## config.mk

```make
export PLATFORM = sky130hd
export DESIGN_NAME = fcsr_regs
export DESIGN_NICKNAME = d
export VERILOG_FILES = /design/src/hw/fcsr_pkg.sv /design/src/hw/fcsr_fault_timer.sv /design/src/hw/fcsr_pwm_gen.sv /design/src/hw/fcsr_regs.sv
export VERILOG_INCLUDE_DIRS = /design/src /design/src/hw
export SDC_FILE = /design/constraint.sdc
export NUM_CORES = 1
export LEC_CHECK = 0
export ABC_AREA = 1
export BUFFER_PORTS_ARGS = -buffer_cell sky130_fd_sc_hd__buf_2
export CORE_ASPECT_RATIO = 1.4
export CORE_MARGIN = 5
export CORE_UTILIZATION = 53
export DETAILED_ROUTE_END_ITERATION = 8
export GPL_TIMING_DRIVEN = 1
export PLACE_DENSITY_LB_ADDON = 0.25
export SETUP_SLACK_MARGIN = 0.3
export SLEW_MARGIN = 20
export SYNTH_ARGS = -nofsm -noshare
export SYNTH_HDL_FRONTEND = slang
export SYNTH_SLANG_ARGS = --single-unit
```

## constraint.sdc

```tcl
create_clock -name clk -period 3.4 [get_ports clk]
set_input_delay 0.17 -clock clk [delete_from_list [all_inputs] [get_ports clk]]
set_output_delay 0.17 -clock clk [all_outputs]
set_load 0.05 [all_outputs]
```

## src/hw/fcsr_defs.svh

```systemverilog
// Purpose: Offsets, fields, reset values and timing counts
// Assumes: 10 MHz system clock
// Notes:   Definitions only
`ifndef FCSR_DEFS_SVH
`define FCSR_DEFS_SVH

// ****************************************
// Command codes
// ****************************************
`define FCSR_CMD_SETUP    8'h04
`define FCSR_CMD_FLAGS    8'h05
`define FCSR_CMD_DUTY     8'h06

// ****************************************
// Setup register fields
// ****************************************
`define FCSR_SETUP_RST    8'h0a
`define FCSR_B_FCLR       7
`define FCSR_B_RES        6
`define FCSR_B_DSRC       5
`define FCSR_B_FAN2_PULSES_PER_REV_HI   4
`define FCSR_B_FAN2_PULSES_PER_REV_LO   3
`define FCSR_B_FAN1_PULSES_PER_REV_HI   2
`define FCSR_B_FAN1_PULSES_PER_REV_LO   1
`define FCSR_B_SHDN       0

// ****************************************
// Flags register fields
// ****************************************
`define FCSR_B_OTF        5
`define FCSR_B_OVF2       4
`define FCSR_B_OVF1       3
`define FCSR_B_VOPEN      2
`define FCSR_B_FLT2       1
`define FCSR_B_FLT1       0

// ****************************************
// Duty and speed values
// ****************************************
`define FCSR_DUTY_RST     4'h2
`define FCSR_SPEED_MAX    10'h1ff
`define FCSR_PWM_PERIOD   9'h12c
`define FCSR_PWM_BASE     9'h05a
`define FCSR_PWM_STEP     9'h00e

// ****************************************
// Timing
// ****************************************
`define FCSR_CLK_HZ       10000000
`define FCSR_FAULT_MS     2400
`define FCSR_FAULT_CYC    (`FCSR_FAULT_MS * (`FCSR_CLK_HZ / 1000))

`endif

```

## src/hw/fcsr_pkg.sv

```systemverilog
// Purpose: Types shared by the fan register block
// Assumes: Constants live in fcsr_defs.svh
// Notes:   None
package fcsr_pkg;

  typedef enum logic [2:0] {
    PU_FILL1 = 3'b001,
    PU_FILL2 = 3'b010,
    PU_RUN   = 3'b100
  } fcsr_pu_e;

  typedef logic [3:0] fcsr_duty_t;
  typedef logic [9:0] fcsr_raw_t;

endpackage

```

## src/hw/fcsr_fault_timer.sv

```systemverilog
// Purpose: Qualifies a low fan speed over a long window
// Assumes: below is a same-clock level
// Notes:   qual_r rises once below held longer than QUAL_CYCLES
`timescale 1ns/1ns
`include "fcsr_defs.svh"
module fcsr_fault_timer
  import fcsr_pkg::*;
#(
  parameter int unsigned QUAL_CYCLES = `FCSR_FAULT_CYC
) (
  input  wire logic clk,
  input  wire logic rst_b,
  input  wire logic run,
  input  wire logic below,
  output logic      qual_r
);
  localparam logic [24:0] QUAL_C = 25'(QUAL_CYCLES);

  logic [24:0] cnt_r;

  always_ff @(posedge clk or negedge rst_b) begin
    if (!rst_b) begin
      cnt_r <= 25'h0;
    end else if (!run || !below) begin
      cnt_r <= 25'h0;
    end else if (cnt_r < QUAL_C) begin
      cnt_r <= cnt_r + 25'h1;
    end
  end

  always_ff @(posedge clk or negedge rst_b) begin
    if (!rst_b) begin
      qual_r <= 1'b0;
    end else begin
      qual_r <= run && below && (cnt_r >= QUAL_C);
    end
  end
endmodule

```

## src/hw/fcsr_pwm_gen.sv

```systemverilog
// Purpose: Fan drive pulse width from a 4-bit duty code
// Assumes: Period of 300 counts, one count per clock
// Notes:   Code 0 gives 90 counts high, each step adds 14
`timescale 1ns/1ns
`include "fcsr_defs.svh"
module fcsr_pwm_gen
  import fcsr_pkg::*;
(
  input  wire logic       clk,
  input  wire logic       rst_b,
  input  wire logic       enable,
  input  wire fcsr_duty_t duty_code,
  output logic            pwm_r
);
  logic [8:0] cnt_r;
  logic [8:0] on_cnt;

  // Linear 30% to 100% map
  assign on_cnt = `FCSR_PWM_BASE + 9'(duty_code) * `FCSR_PWM_STEP;

  always_ff @(posedge clk or negedge rst_b) begin
    if (!rst_b) begin
      cnt_r <= 9'h0;
    end else if (cnt_r == `FCSR_PWM_PERIOD - 9'h1) begin
      cnt_r <= 9'h0;
    end else begin
      cnt_r <= cnt_r + 9'h1;
    end
  end

  always_ff @(posedge clk or negedge rst_b) begin
    if (!rst_b) begin
      pwm_r <= 1'b0;
    end else begin
      pwm_r <= enable && (cnt_r < on_cnt);
    end
  end
endmodule

```

## src/hw/fcsr_regs.sv

```systemverilog
// Purpose: Setup, flags and duty registers of a dual fan controller
// Assumes: Serial engine gives command, data and strobes on clk
// Notes:   Analog pins pass two flops before use
`timescale 1ns/1ns
`include "fcsr_defs.svh"
module fcsr_regs
  import fcsr_pkg::*;
#(
  parameter int unsigned FAULT_QUAL_CYCLES = `FCSR_FAULT_CYC
) (
  input  wire logic       clk,
  input  wire logic       rst_b,
  input  wire logic [7:0] reg_cmd,
  input  wire logic [7:0] reg_wdata,
  input  wire logic       reg_wr,
  input  wire logic       reg_rd,
  output logic [7:0]      reg_rdata_r,
  input  wire logic       vin_over_pin,
  input  wire logic       vin_open_pin,
  input  wire fcsr_duty_t vin_duty_pin,
  input  wire fcsr_raw_t  fan1_speed_raw,
  input  wire fcsr_raw_t  fan2_speed_raw,
  input  wire logic [7:0] fan1_speed_threshold,
  input  wire logic [7:0] fan2_speed_threshold,
  output logic [8:0]      fan1_speed_reading_r,
  output logic [8:0]      fan2_speed_reading_r,
  output logic [3:0]      fan1_pulses_r,
  output logic [3:0]      fan2_pulses_r,
  output logic            shutdown_r,
  output logic            pwm_drive_r,
  output logic            alert_n_r
);
  // ****************************************
  // Declarations
  // ****************************************
  logic [7:0] setup_r;
  fcsr_duty_t duty_r;
  logic [5:0] pin_s1_r;
  logic [5:0] pin_s2_r;
  logic [3:0] vduty_prev_r;
  fcsr_duty_t vduty_r;
  fcsr_pu_e   pu_r;
  logic       otf_r;
  logic       vopen_r;
  logic [1:0] ovf_r;
  logic [1:0] flt_r;
  logic [1:0] flt_nxt;
  logic [1:0] qual;
  logic [1:0] below;
  fcsr_raw_t  raw [2];
  logic [7:0] thr [2];
  logic [8:0] rep [2];
  logic       clr_pulse;
  logic       run;
  fcsr_duty_t duty_sel;
  logic [7:0] flags;
  logic       wr_setup;
  logic       wr_duty;

  assign raw[0] = fan1_speed_raw;
  assign raw[1] = fan2_speed_raw;
  assign thr[0] = fan1_speed_threshold;
  assign thr[1] = fan2_speed_threshold;

  assign wr_setup = reg_wr && (reg_cmd == `FCSR_CMD_SETUP);
  assign wr_duty  = reg_wr && (reg_cmd == `FCSR_CMD_DUTY);

  // Fresh request on every write with the bit set
  assign clr_pulse = wr_setup && reg_wdata[`FCSR_B_FCLR];

  assign run = (pu_r == PU_RUN) && !setup_r[`FCSR_B_SHDN];

  // ****************************************
  // Writable registers
  // ****************************************
  always_ff @(posedge clk or negedge rst_b) begin
    if (!rst_b) begin
      setup_r <= `FCSR_SETUP_RST;
    end else if (wr_setup) begin
      setup_r <= reg_wdata;
    end
  end

  always_ff @(posedge clk or negedge rst_b) begin
    if (!rst_b) begin
      duty_r <= `FCSR_DUTY_RST;
    end else if (wr_duty) begin
      duty_r <= reg_wdata[3:0];
    end
  end

  // Flags register takes no writes
  always_ff @(posedge clk or negedge rst_b) begin
    if (!rst_b) begin
      reg_rdata_r <= 8'h00;
    end else if (reg_rd) begin
      case (reg_cmd)
        `FCSR_CMD_SETUP: reg_rdata_r <= setup_r;
        `FCSR_CMD_FLAGS: reg_rdata_r <= flags;
        `FCSR_CMD_DUTY:  reg_rdata_r <= {4'h0, duty_r};
        default:         reg_rdata_r <= 8'h00;
      endcase
    end
  end

  // ****************************************
  // Pin synchroniser
  // ****************************************
  // No reset: real pin levels are in place before power-up capture
  always_ff @(posedge clk) begin
    pin_s1_r <= {vin_over_pin, vin_open_pin, vin_duty_pin};
    pin_s2_r <= pin_s1_r;
  end

  // Analog code taken only when two samples agree, so no torn word
  always_ff @(posedge clk or negedge rst_b) begin
    if (!rst_b) begin
      vduty_prev_r <= 4'h0;
      vduty_r      <= `FCSR_DUTY_RST;
    end else begin
      vduty_prev_r <= pin_s2_r[3:0];
      if (pin_s2_r[3:0] == vduty_prev_r) begin
        vduty_r <= vduty_prev_r;
      end
    end
  end

  // ****************************************
  // Power-up capture
  // ****************************************
  always_ff @(posedge clk or negedge rst_b) begin
    if (!rst_b) begin
      pu_r <= PU_FILL1;
    end else begin
      case (pu_r)
        PU_FILL1: pu_r <= PU_FILL2;
        PU_FILL2: pu_r <= PU_RUN;
        PU_RUN:   pu_r <= PU_RUN;
        default:  pu_r <= PU_FILL1;
      endcase
    end
  end

  // Caught once the synchroniser holds real pin levels
  always_ff @(posedge clk or negedge rst_b) begin
    if (!rst_b) begin
      otf_r   <= 1'b0;
      vopen_r <= 1'b0;
    end else if (pu_r == PU_FILL2) begin
      otf_r   <= pin_s2_r[5];
      vopen_r <= pin_s2_r[4];
    end
  end

  // ****************************************
  // Per-fan speed, overflow and fault
  // ****************************************
  for (genvar i = 0; i < 2; i++) begin : g_fan
    // Raw count is in 25 RPM units
    assign rep[i] = setup_r[`FCSR_B_RES] ? raw[i][8:0]
                                         : {1'b0, raw[i][8:1]};
    assign below[i] = raw[i] < {1'b0, thr[i], 1'b0};

    always_ff @(posedge clk or negedge rst_b) begin
      if (!rst_b) begin
        ovf_r[i] <= 1'b0;
      end else begin
        ovf_r[i] <= raw[i] > `FCSR_SPEED_MAX;
      end
    end

    fcsr_fault_timer #(
      .QUAL_CYCLES (FAULT_QUAL_CYCLES)
    ) u_timer (
      .clk    (clk),
      .rst_b  (rst_b),
      .run    (run),
      .below  (below[i]),
      .qual_r (qual[i])
    );

    // Set wins over clear; no self clear on recovery
    assign flt_nxt[i] = qual[i] || (flt_r[i] && !clr_pulse);
  end

  always_ff @(posedge clk or negedge rst_b) begin
    if (!rst_b) begin
      fan1_speed_reading_r <= 9'h000;
      fan2_speed_reading_r <= 9'h000;
    end else begin
      fan1_speed_reading_r <= rep[0];
      fan2_speed_reading_r <= rep[1];
    end
  end

  always_ff @(posedge clk or negedge rst_b) begin
    if (!rst_b) begin
      flt_r     <= 2'b00;
      alert_n_r <= 1'b1;
    end else begin
      flt_r     <= flt_nxt;
      alert_n_r <= ~(|flt_nxt);
    end
  end

  assign flags = {2'b00, otf_r, ovf_r[1], ovf_r[0], vopen_r, flt_r};

  // ****************************************
  // Pulses per revolution
  // ****************************************
  always_ff @(posedge clk or negedge rst_b) begin
    if (!rst_b) begin
      fan1_pulses_r <= 4'h2;
      fan2_pulses_r <= 4'h2;
    end else begin
      fan1_pulses_r <= 4'h1 << setup_r[`FCSR_B_FAN1_PULSES_PER_REV_HI:`FCSR_B_FAN1_PULSES_PER_REV_LO];
      fan2_pulses_r <= 4'h1 << setup_r[`FCSR_B_FAN2_PULSES_PER_REV_HI:`FCSR_B_FAN2_PULSES_PER_REV_LO];
    end
  end

  // ****************************************
  // Duty source and drive
  // ****************************************
  always_comb begin
    if (setup_r[`FCSR_B_DSRC]) begin
      duty_sel = duty_r;
    end else if (vopen_r) begin
      duty_sel = `FCSR_DUTY_RST;
    end else begin
      duty_sel = vduty_r;
    end
  end

  always_ff @(posedge clk or negedge rst_b) begin
    if (!rst_b) begin
      shutdown_r <= 1'b0;
    end else begin
      shutdown_r <= setup_r[`FCSR_B_SHDN];
    end
  end

  fcsr_pwm_gen u_pwm (
    .clk       (clk),
    .rst_b     (rst_b),
    .enable    (run),
    .duty_code (duty_sel),
    .pwm_r     (pwm_drive_r)
  );
endmodule

```

# Word-level counts from Yosys, hierarchy flattened
# Index checks and enable logic that the tools add are counted.
# Widths: inputs -> output; s select.
[op_classes]
n_addsub = 4
multipliers = 1
magnitude_cmp = 9
n_eq_ne = 8
shifts = 2
muxes = 11
bitwise_logic = 1
n_reduce_logical = 24
[ops]
columns = ["cell", "n"]
rows = [
  ["$mux 25", 4],
  ["$add 25x1->25 const B", 2],
  ["$ge 25x25->1 const B", 2],
  ["$lt 25x25->1 const B", 2],
  ["$mux 9", 3],
  ["$eq 8x3->1 const B", 3],
  ["$pmux 8 s3", 1],
  ["$gt 10x9->1 const B", 2],
  ["$lt 10x9->1", 2],
  ["$logic_and 1x1->1", 11],
  ["$add 7x8->9 const A", 1],
  ["$add 9x1->9 const B", 1],
  ["$eq 9x9->1 const B", 1],
  ["$lt 9x9->1", 1],
  ["$mux 4", 2],
  ["$shl 1x2->4 const A", 2],
  ["$mul 4x3->7 const B", 1],
  ["$pmux 3 s2", 1],
  ["$logic_not 1->1", 5],
  ["$eq 4x4->1", 1],
  ["$logic_or 1x1->1", 4],
  ["$reduce_bool 2->1", 2],
  ["$reduce_or 2->1", 2],
  ["$eq 3x1->1 const B", 1],
  ["3 further kinds", 3],
]
[totals]
ff_bits = 139
inputBits = 62
out_inout_bits = 37
elab_cells = 85

# Depth between registers and ports, before layout
[depth]
depth_word = 8
depth_mapped = 15

# By module
# From an unflattened synthesis, not the netlist that was laid out.
[hier_totals]
hier_cells = 992
area_unflattened_um2 = 7776.2
[by_module_without_submodules]
columns = ["mod", "instances", "cells_per_inst", "area_each_um2"]
rows = [
  ["fcsr_fault_timer", 2, 260, 1749.2],
  ["fcsr_regs", 1, 344, 3264.4],
  ["fcsr_pwm_gen", 1, 128, 1013.5],
]

# Worst setup path before layout
# OpenSTA, ideal clock, no wires.
[synth_path]
path_type = "reg-to-reg"
from = "register setup_r[5]"
to = "register u_pwm.pwm_r"
arrival_ns = 3.273
t_required_ns = 3.276
slack_ns = 0.003
path_stages_with_launch = 15
synth_period_minus_slack_ns = 3.397
cell_sequence = "dfrtp_1 -> nor2_1 -> inv_1 -> o22ai_1 -> inv_1 -> fa_1 -> ha_1 -> fa_1 -> nor3_1 -> o21ai_0 -> xor2_1 -> ha_1 -> nand2_1 -> o211ai_1 -> a21oi_1"
[synth_between]
elab_chain_len = 5
[synth_lines]
columns = ["element", "line", "rtl"]
rows = [
  ["start, declared", "fcsr_regs.sv:36", "logic [7:0] setup_r;"],
  ["start signal, assigned", "fcsr_regs.sv:78", "setup_r <= `FCSR_SETUP_RST;"],
  ["start signal, assigned", "fcsr_regs.sv:80", "setup_r <= reg_wdata;"],
  ["$mux 4", "fcsr_regs.sv:225", "if (setup_r[`FCSR_B_DSRC]) begin"],
  ["$mul 4x3->7 (no source line)", "-", ""],
  ["$add 7x8->9 (no source line)", "-", ""],
  ["$lt 9x9->1", "fcsr_pwm_gen.sv:35", "pwm_r <= enable && (cnt_r < on_cnt);"],
  ["$logic_and 1x1->1", "fcsr_pwm_gen.sv:35", ""],
  ["end signal, assigned", "fcsr_pwm_gen.sv:35", ""],
  ["end, declared", "fcsr_pwm_gen.sv:13", "output logic pwm_r"],
]
# No other way between the ends.
# A chain may end at the register's enable or synchronous reset.

# Final worst setup path
[layout_path]
from = "register vopen_r"
to = "register u_pwm.pwm_r"
[layout_between]
elab_chain_len = 6
[layout_lines]
columns = ["element", "line", "rtl"]
rows = [
  ["start, declared", "fcsr_regs.sv:44", "logic vopen_r;"],
  ["start signal, assigned", "fcsr_regs.sv:151", "vopen_r <= pin_s2_r[4];"],
  ["$mux 4", "fcsr_regs.sv:227", "end else if (vopen_r) begin"],
  ["$mux 4", "fcsr_regs.sv:225", ""],
  ["$mul 4x3->7 (no source line)", "-", ""],
  ["$add 7x8->9 (no source line)", "-", ""],
  ["$lt 9x9->1", "fcsr_pwm_gen.sv:35", ""],
  ["$logic_and 1x1->1", "fcsr_pwm_gen.sv:35", ""],
]
# No other way between the ends.

==> flow_metrics.py <==
metrics = {
    "status": {
        "outcome": "completed",
    },
    "power_and_ir_drop": {
        "pwr-share-comb_pct": 13.4,
        "ir_worst_vdd_mv": 0.286,
        "switching_share_pct": 26.5,
        "p_switching_mw": 1.18,
        "power.leakage_nw": 4.53,
        "p_int_mw": 3.26,
        "power_frac_clock_pct": 46.5,
        "powerDensity_nw_per_um2": 486,
        "sequentialPowerShare_pct": 40.1,
    },
    "clock_tree": {
        "root_buffer": "clkbuf_16",
        "cts_htree_levels": 4,
        "cts.clk_slew.worst_paths_ns": 0.06,
        "cts_buffers": 17,
        "cts_tree": "built",
        "insertion_delay_ns": 0.43,
        "clock-sinks": 139,
        "clockBufferDepth": 2,
    },
    "routing": {
        "drt-wirelength-per-cell_um": 14.0,
        "firstDrtPassIters": 4,
        "via_per_inst": 5.07,
        "drc": 0,
        "routed_wl_um": 17900,
        "initialDrtViolationCount": 340,
        "ant_nets": 0,
        "routed-via-count": 6519,
    },
    "sta": {
        "fin_skew_ns": 0.0120,
        "hold_viol_final": 0,
        "layout_min_cycle_time_ns": 3.27,
        "maxSlewViolCount": 0,
        "period_share_pct": 96.2,
        "relSlewSlack_pct": 48.9,
        "tns_ns": 0,
        "fmax_mhz": 306,
        "holdWs_ns": 0.00942,
        "worstMarginPinSlew_ns": 0.759,
        "setup_viol_count_final": 0,
        "rsz0062_at_grt": "yes",
    },
    "global_route": {
        "grt_pass1_vias": 6467,
        "grt-ovfl-total": 0,
        "grt_pass1_wl_um": 29900,
        "grt_max_degree": 59,
        "antenna_found_initial": 0,
        "grt_use_total_pct": 23.3,
    },
    "floorplanning": {
        "core_area_um2": 13800,
        "rows": 51,
        "die_w_um": 110,
        "die_area_um2": 16500,
        "die_y_um": 150,
        "num_io_pins": 99,
        "start_util_pct": 53.7,
    },
    "cells_and_area": {
        "diodes": 0,
        "final_core_util_pct": 66.0,
        "final_cells": 1285,
        "fillers": 1146,
        "drive_gt1_share_pct": 18.8,
        "nets": 1187,
        "syn_to_final_growth_pct": 22.9,
    },
    "critical_path": {
        "cp.arrival_ns": 3.62,
        "rr_worst_depth": 14,
        "cp_data_required_time_ns": 3.75,
        "crit_path_end_kind": "flop",
        "start_kind": "flop",
        "cp_max_fo": 3,
        "path_class": "reg -> reg",
    },
    "synth": {
        "yosysUniqueCellTypes": 40,
        "ys_ff_latch": 139,
        "syn-cell-area_um2": 7430,
        "synthCells": 948,
        "synth_fp_nets": 1048,
        "ys_seq_area_share_pct": 46.1,
        "syn_avg_cell_area_um2": 7.84,
        "yosysWarnings": 0,
    },
    "min_path": {
        "min_path_type": "in -> reg",
        "min_path_cells": 3,
    },
    "placement": {
        "hpwlAfterDp_um": 12900,
        "place_congestion": 0.884,
        "portBuffers": 98,
        "dpl.cell_count": 1222,
    },
    "job": {
        "drv_cap": 0,
    },
}
[synthesized netlist by cell type]
cell type | number | share of area, %
buf_4 | 3 | 0.30
nor2_2 | 10 | 0.84
nor3b_1 | 8 | 0.81
dfstp_2 | 8 | 2.8
inv_1 | 127 | 6.4
dfxtp_1 | 12 | 3.2
xor2_1 | 14 | 1.7
nor3_2 | 3 | 0.40
nand2_1 | 253 | 13
dfrtp_1 | 119 | 40
nor2_1 | 125 | 6.3
nand2_4 | 2 | 0.30
o211ai_1 | 5 | 0.51
ha_1 | 34 | 5.7
nor4_1 | 1 | 0.084
o22ai_1 | 1 | 0.084
nand3_1 | 57 | 3.8
clkbuf_1 | 6 | 0.30
a21boi_0 | 2 | 0.20
nand3_2 | 4 | 0.54
buf_6 | 5 | 0.76
nor2_4 | 2 | 0.30
o21ai_1 | 9 | 0.61
nand4_1 | 17 | 1.4
clkinv_1 | 2 | 0.10
nand3b_1 | 1 | 0.10
inv_2 | 5 | 0.25
a21oi_2 | 1 | 0.12
inv_4 | 3 | 0.25
xnor2_1 | 5 | 0.59
o21ai_0 | 45 | 3.0
o21bai_1 | 6 | 0.61
a21oi_1 | 23 | 1.5
fa_1 | 4 | 1.1
nor3_1 | 14 | 0.94
nand2_2 | 7 | 0.59
clkinv_2 | 1 | 0.067
o31ai_1 | 2 | 0.20
and3_1 | 1 | 0.084
or2_2 | 1 | 0.084
[worst max-delay path, cell delays in order, from the launching register on]
cell	delay, ns
dfrtp_1	0.42
nor2_4	0.16
inv_2	0.07
o22ai_4	0.11
inv_2	0.06
fa_1	0.55
ha_2	0.21
fa_2	0.48
nor3_4	0.24
buf_4	0.14
xor2_1	0.18
ha_2	0.31
nand2_1	0.07
nor2_1	0.05
a21oi_1	0.16
[layout by cell type (no fill, tap or decap), types with 9 or more instances in the layout]
cell type / synthesis / layout
nor2_1: 125 / 124
inv_2: 5 / 9
clkbuf_16: 0 / 17
o21ai_0: 45 / 42
nand3_1: 57 / 57
nand4_1: 17 / 17
buf_4: 3 / 12
dfxtp_1: 12 / 12
xor2_1: 14 / 12
inv_1: 127 / 123
a21oi_1: 23 / 22
o21ai_1: 9 / 11
nor2_2: 10 / 10
dfrtp_1: 119 / 118
buf_2: 0 / 97
nand2_1: 253 / 252
ha_1: 34 / 32
nor3_1: 14 / 13
dlygate4sd3_1: 0 / 23
[metal layers]
layer  part of all wire, %  GRT usage [%]  wire length (um)  vias to the layer above
li1                      -              -                 -                     3268
met1                    39           26.3              7050                     3053
met2                    52           40.6              9400                      154
met3                   4.3           4.98               778                       44
met4                   4.0           12.4               715                        0
met5                     0              0                 0                        -
[registers in the layout, indices dropped and copies added, names as in the netlist, 3 cells and up]
register and count:
duty_r 4, fan1_pulses_r 4, fan1_speed_reading_r 9, fan2_pulses_r 4
fan2_speed_reading_r 9, g_fan.u_timer.cnt_r 50, pin_s1_r 6, pin_s2_r 6
pu_r 3, reg_rdata_r 8, setup_r 8, u_pwm.cnt_r 9
vduty_prev_r 4, vduty_r 4
[what timing repair did]
item,4_1_cts,5_1_grt
hold buffers,23,0
pin swaps,5,10
gates cloned,0,0
setup buffers,4,4
endpoints found under the setup margin,1,1
resized for setup,7,12
endpoints found under the hold margin,82,0
[final timing paths]
check                                               endpoint  slack (ns)                start
hold / removal             fan2_speed_reading_r[5]$_DFF_PN0_       0.009    fan2_speed_raw[6]
setup reg to reg                       u_pwm.pwm_r$_DFF_PN0_        0.13  vopen_r$_DFFE_PN0N_
max in group asynchronous                alert_n_r$_DFF_PN1_        2.13                rst_b
setup / recovery                       u_pwm.pwm_r$_DFF_PN0_        0.13  vopen_r$_DFFE_PN0N_
min in group asynchronous  fan1_speed_reading_r[3]$_DFF_PN0_        0.36                rst_b
hold reg to reg                          pin_s2_r[4]$_DFF_P_        0.32  pin_s1_r[4]$_DFF_P_
[power groups by stage]
| stage | Combinational (mW) | Clock (mW) | Sequential (mW) |
|---|---|---|---|
| finish | 0.593 | 2.07 | 1.78 |
| global route | 0.653 | 2.17 | 1.79 |
| CTS | 0.561 | 2.10 | 1.77 |
| detailed placement | 0.514 | 0 | 1.80 |
| global placement | 0.506 | 0 | 1.80 |
| floorplan | 0.244 | 0 | 1.90 |
[stage by stage]
stage,power (mW),cell area (um2),worst slack [ns]
2_1_floorplan,2.14,7460,0.312
3_3_place_gp,2.31,8130,0.161
3_5_place_dp,2.32,8130,0.0556
4_1_cts,4.43,9070,0.200
5_1_grt,4.61,9130,0.0407
6_report,4.44,9130,0.128
[final cells by class]
type	count	area (um2)	area share [%]
clock buffers	17	425	4.66
clock inverters	15	234	2.56
inverters	138	527	5.77
multi-input cells	657	3450	37.8
flip-flops and latches	139	3430	37.5
well taps	185	231	2.53
repair buffers	134	837	9.16
[cells by family (layout without fill, tap and decap cells)]
group	after synthesis	in the layout	synth area share (%)
simple gates	506	506	29.5
buf+inv	152	304	8.45
flops	139	139	46.1
compound gates	94	94	6.90
fa+ha+maj	38	38	6.80
xor+xnor	19	19	2.24
(Power assumes the default switching activity.)
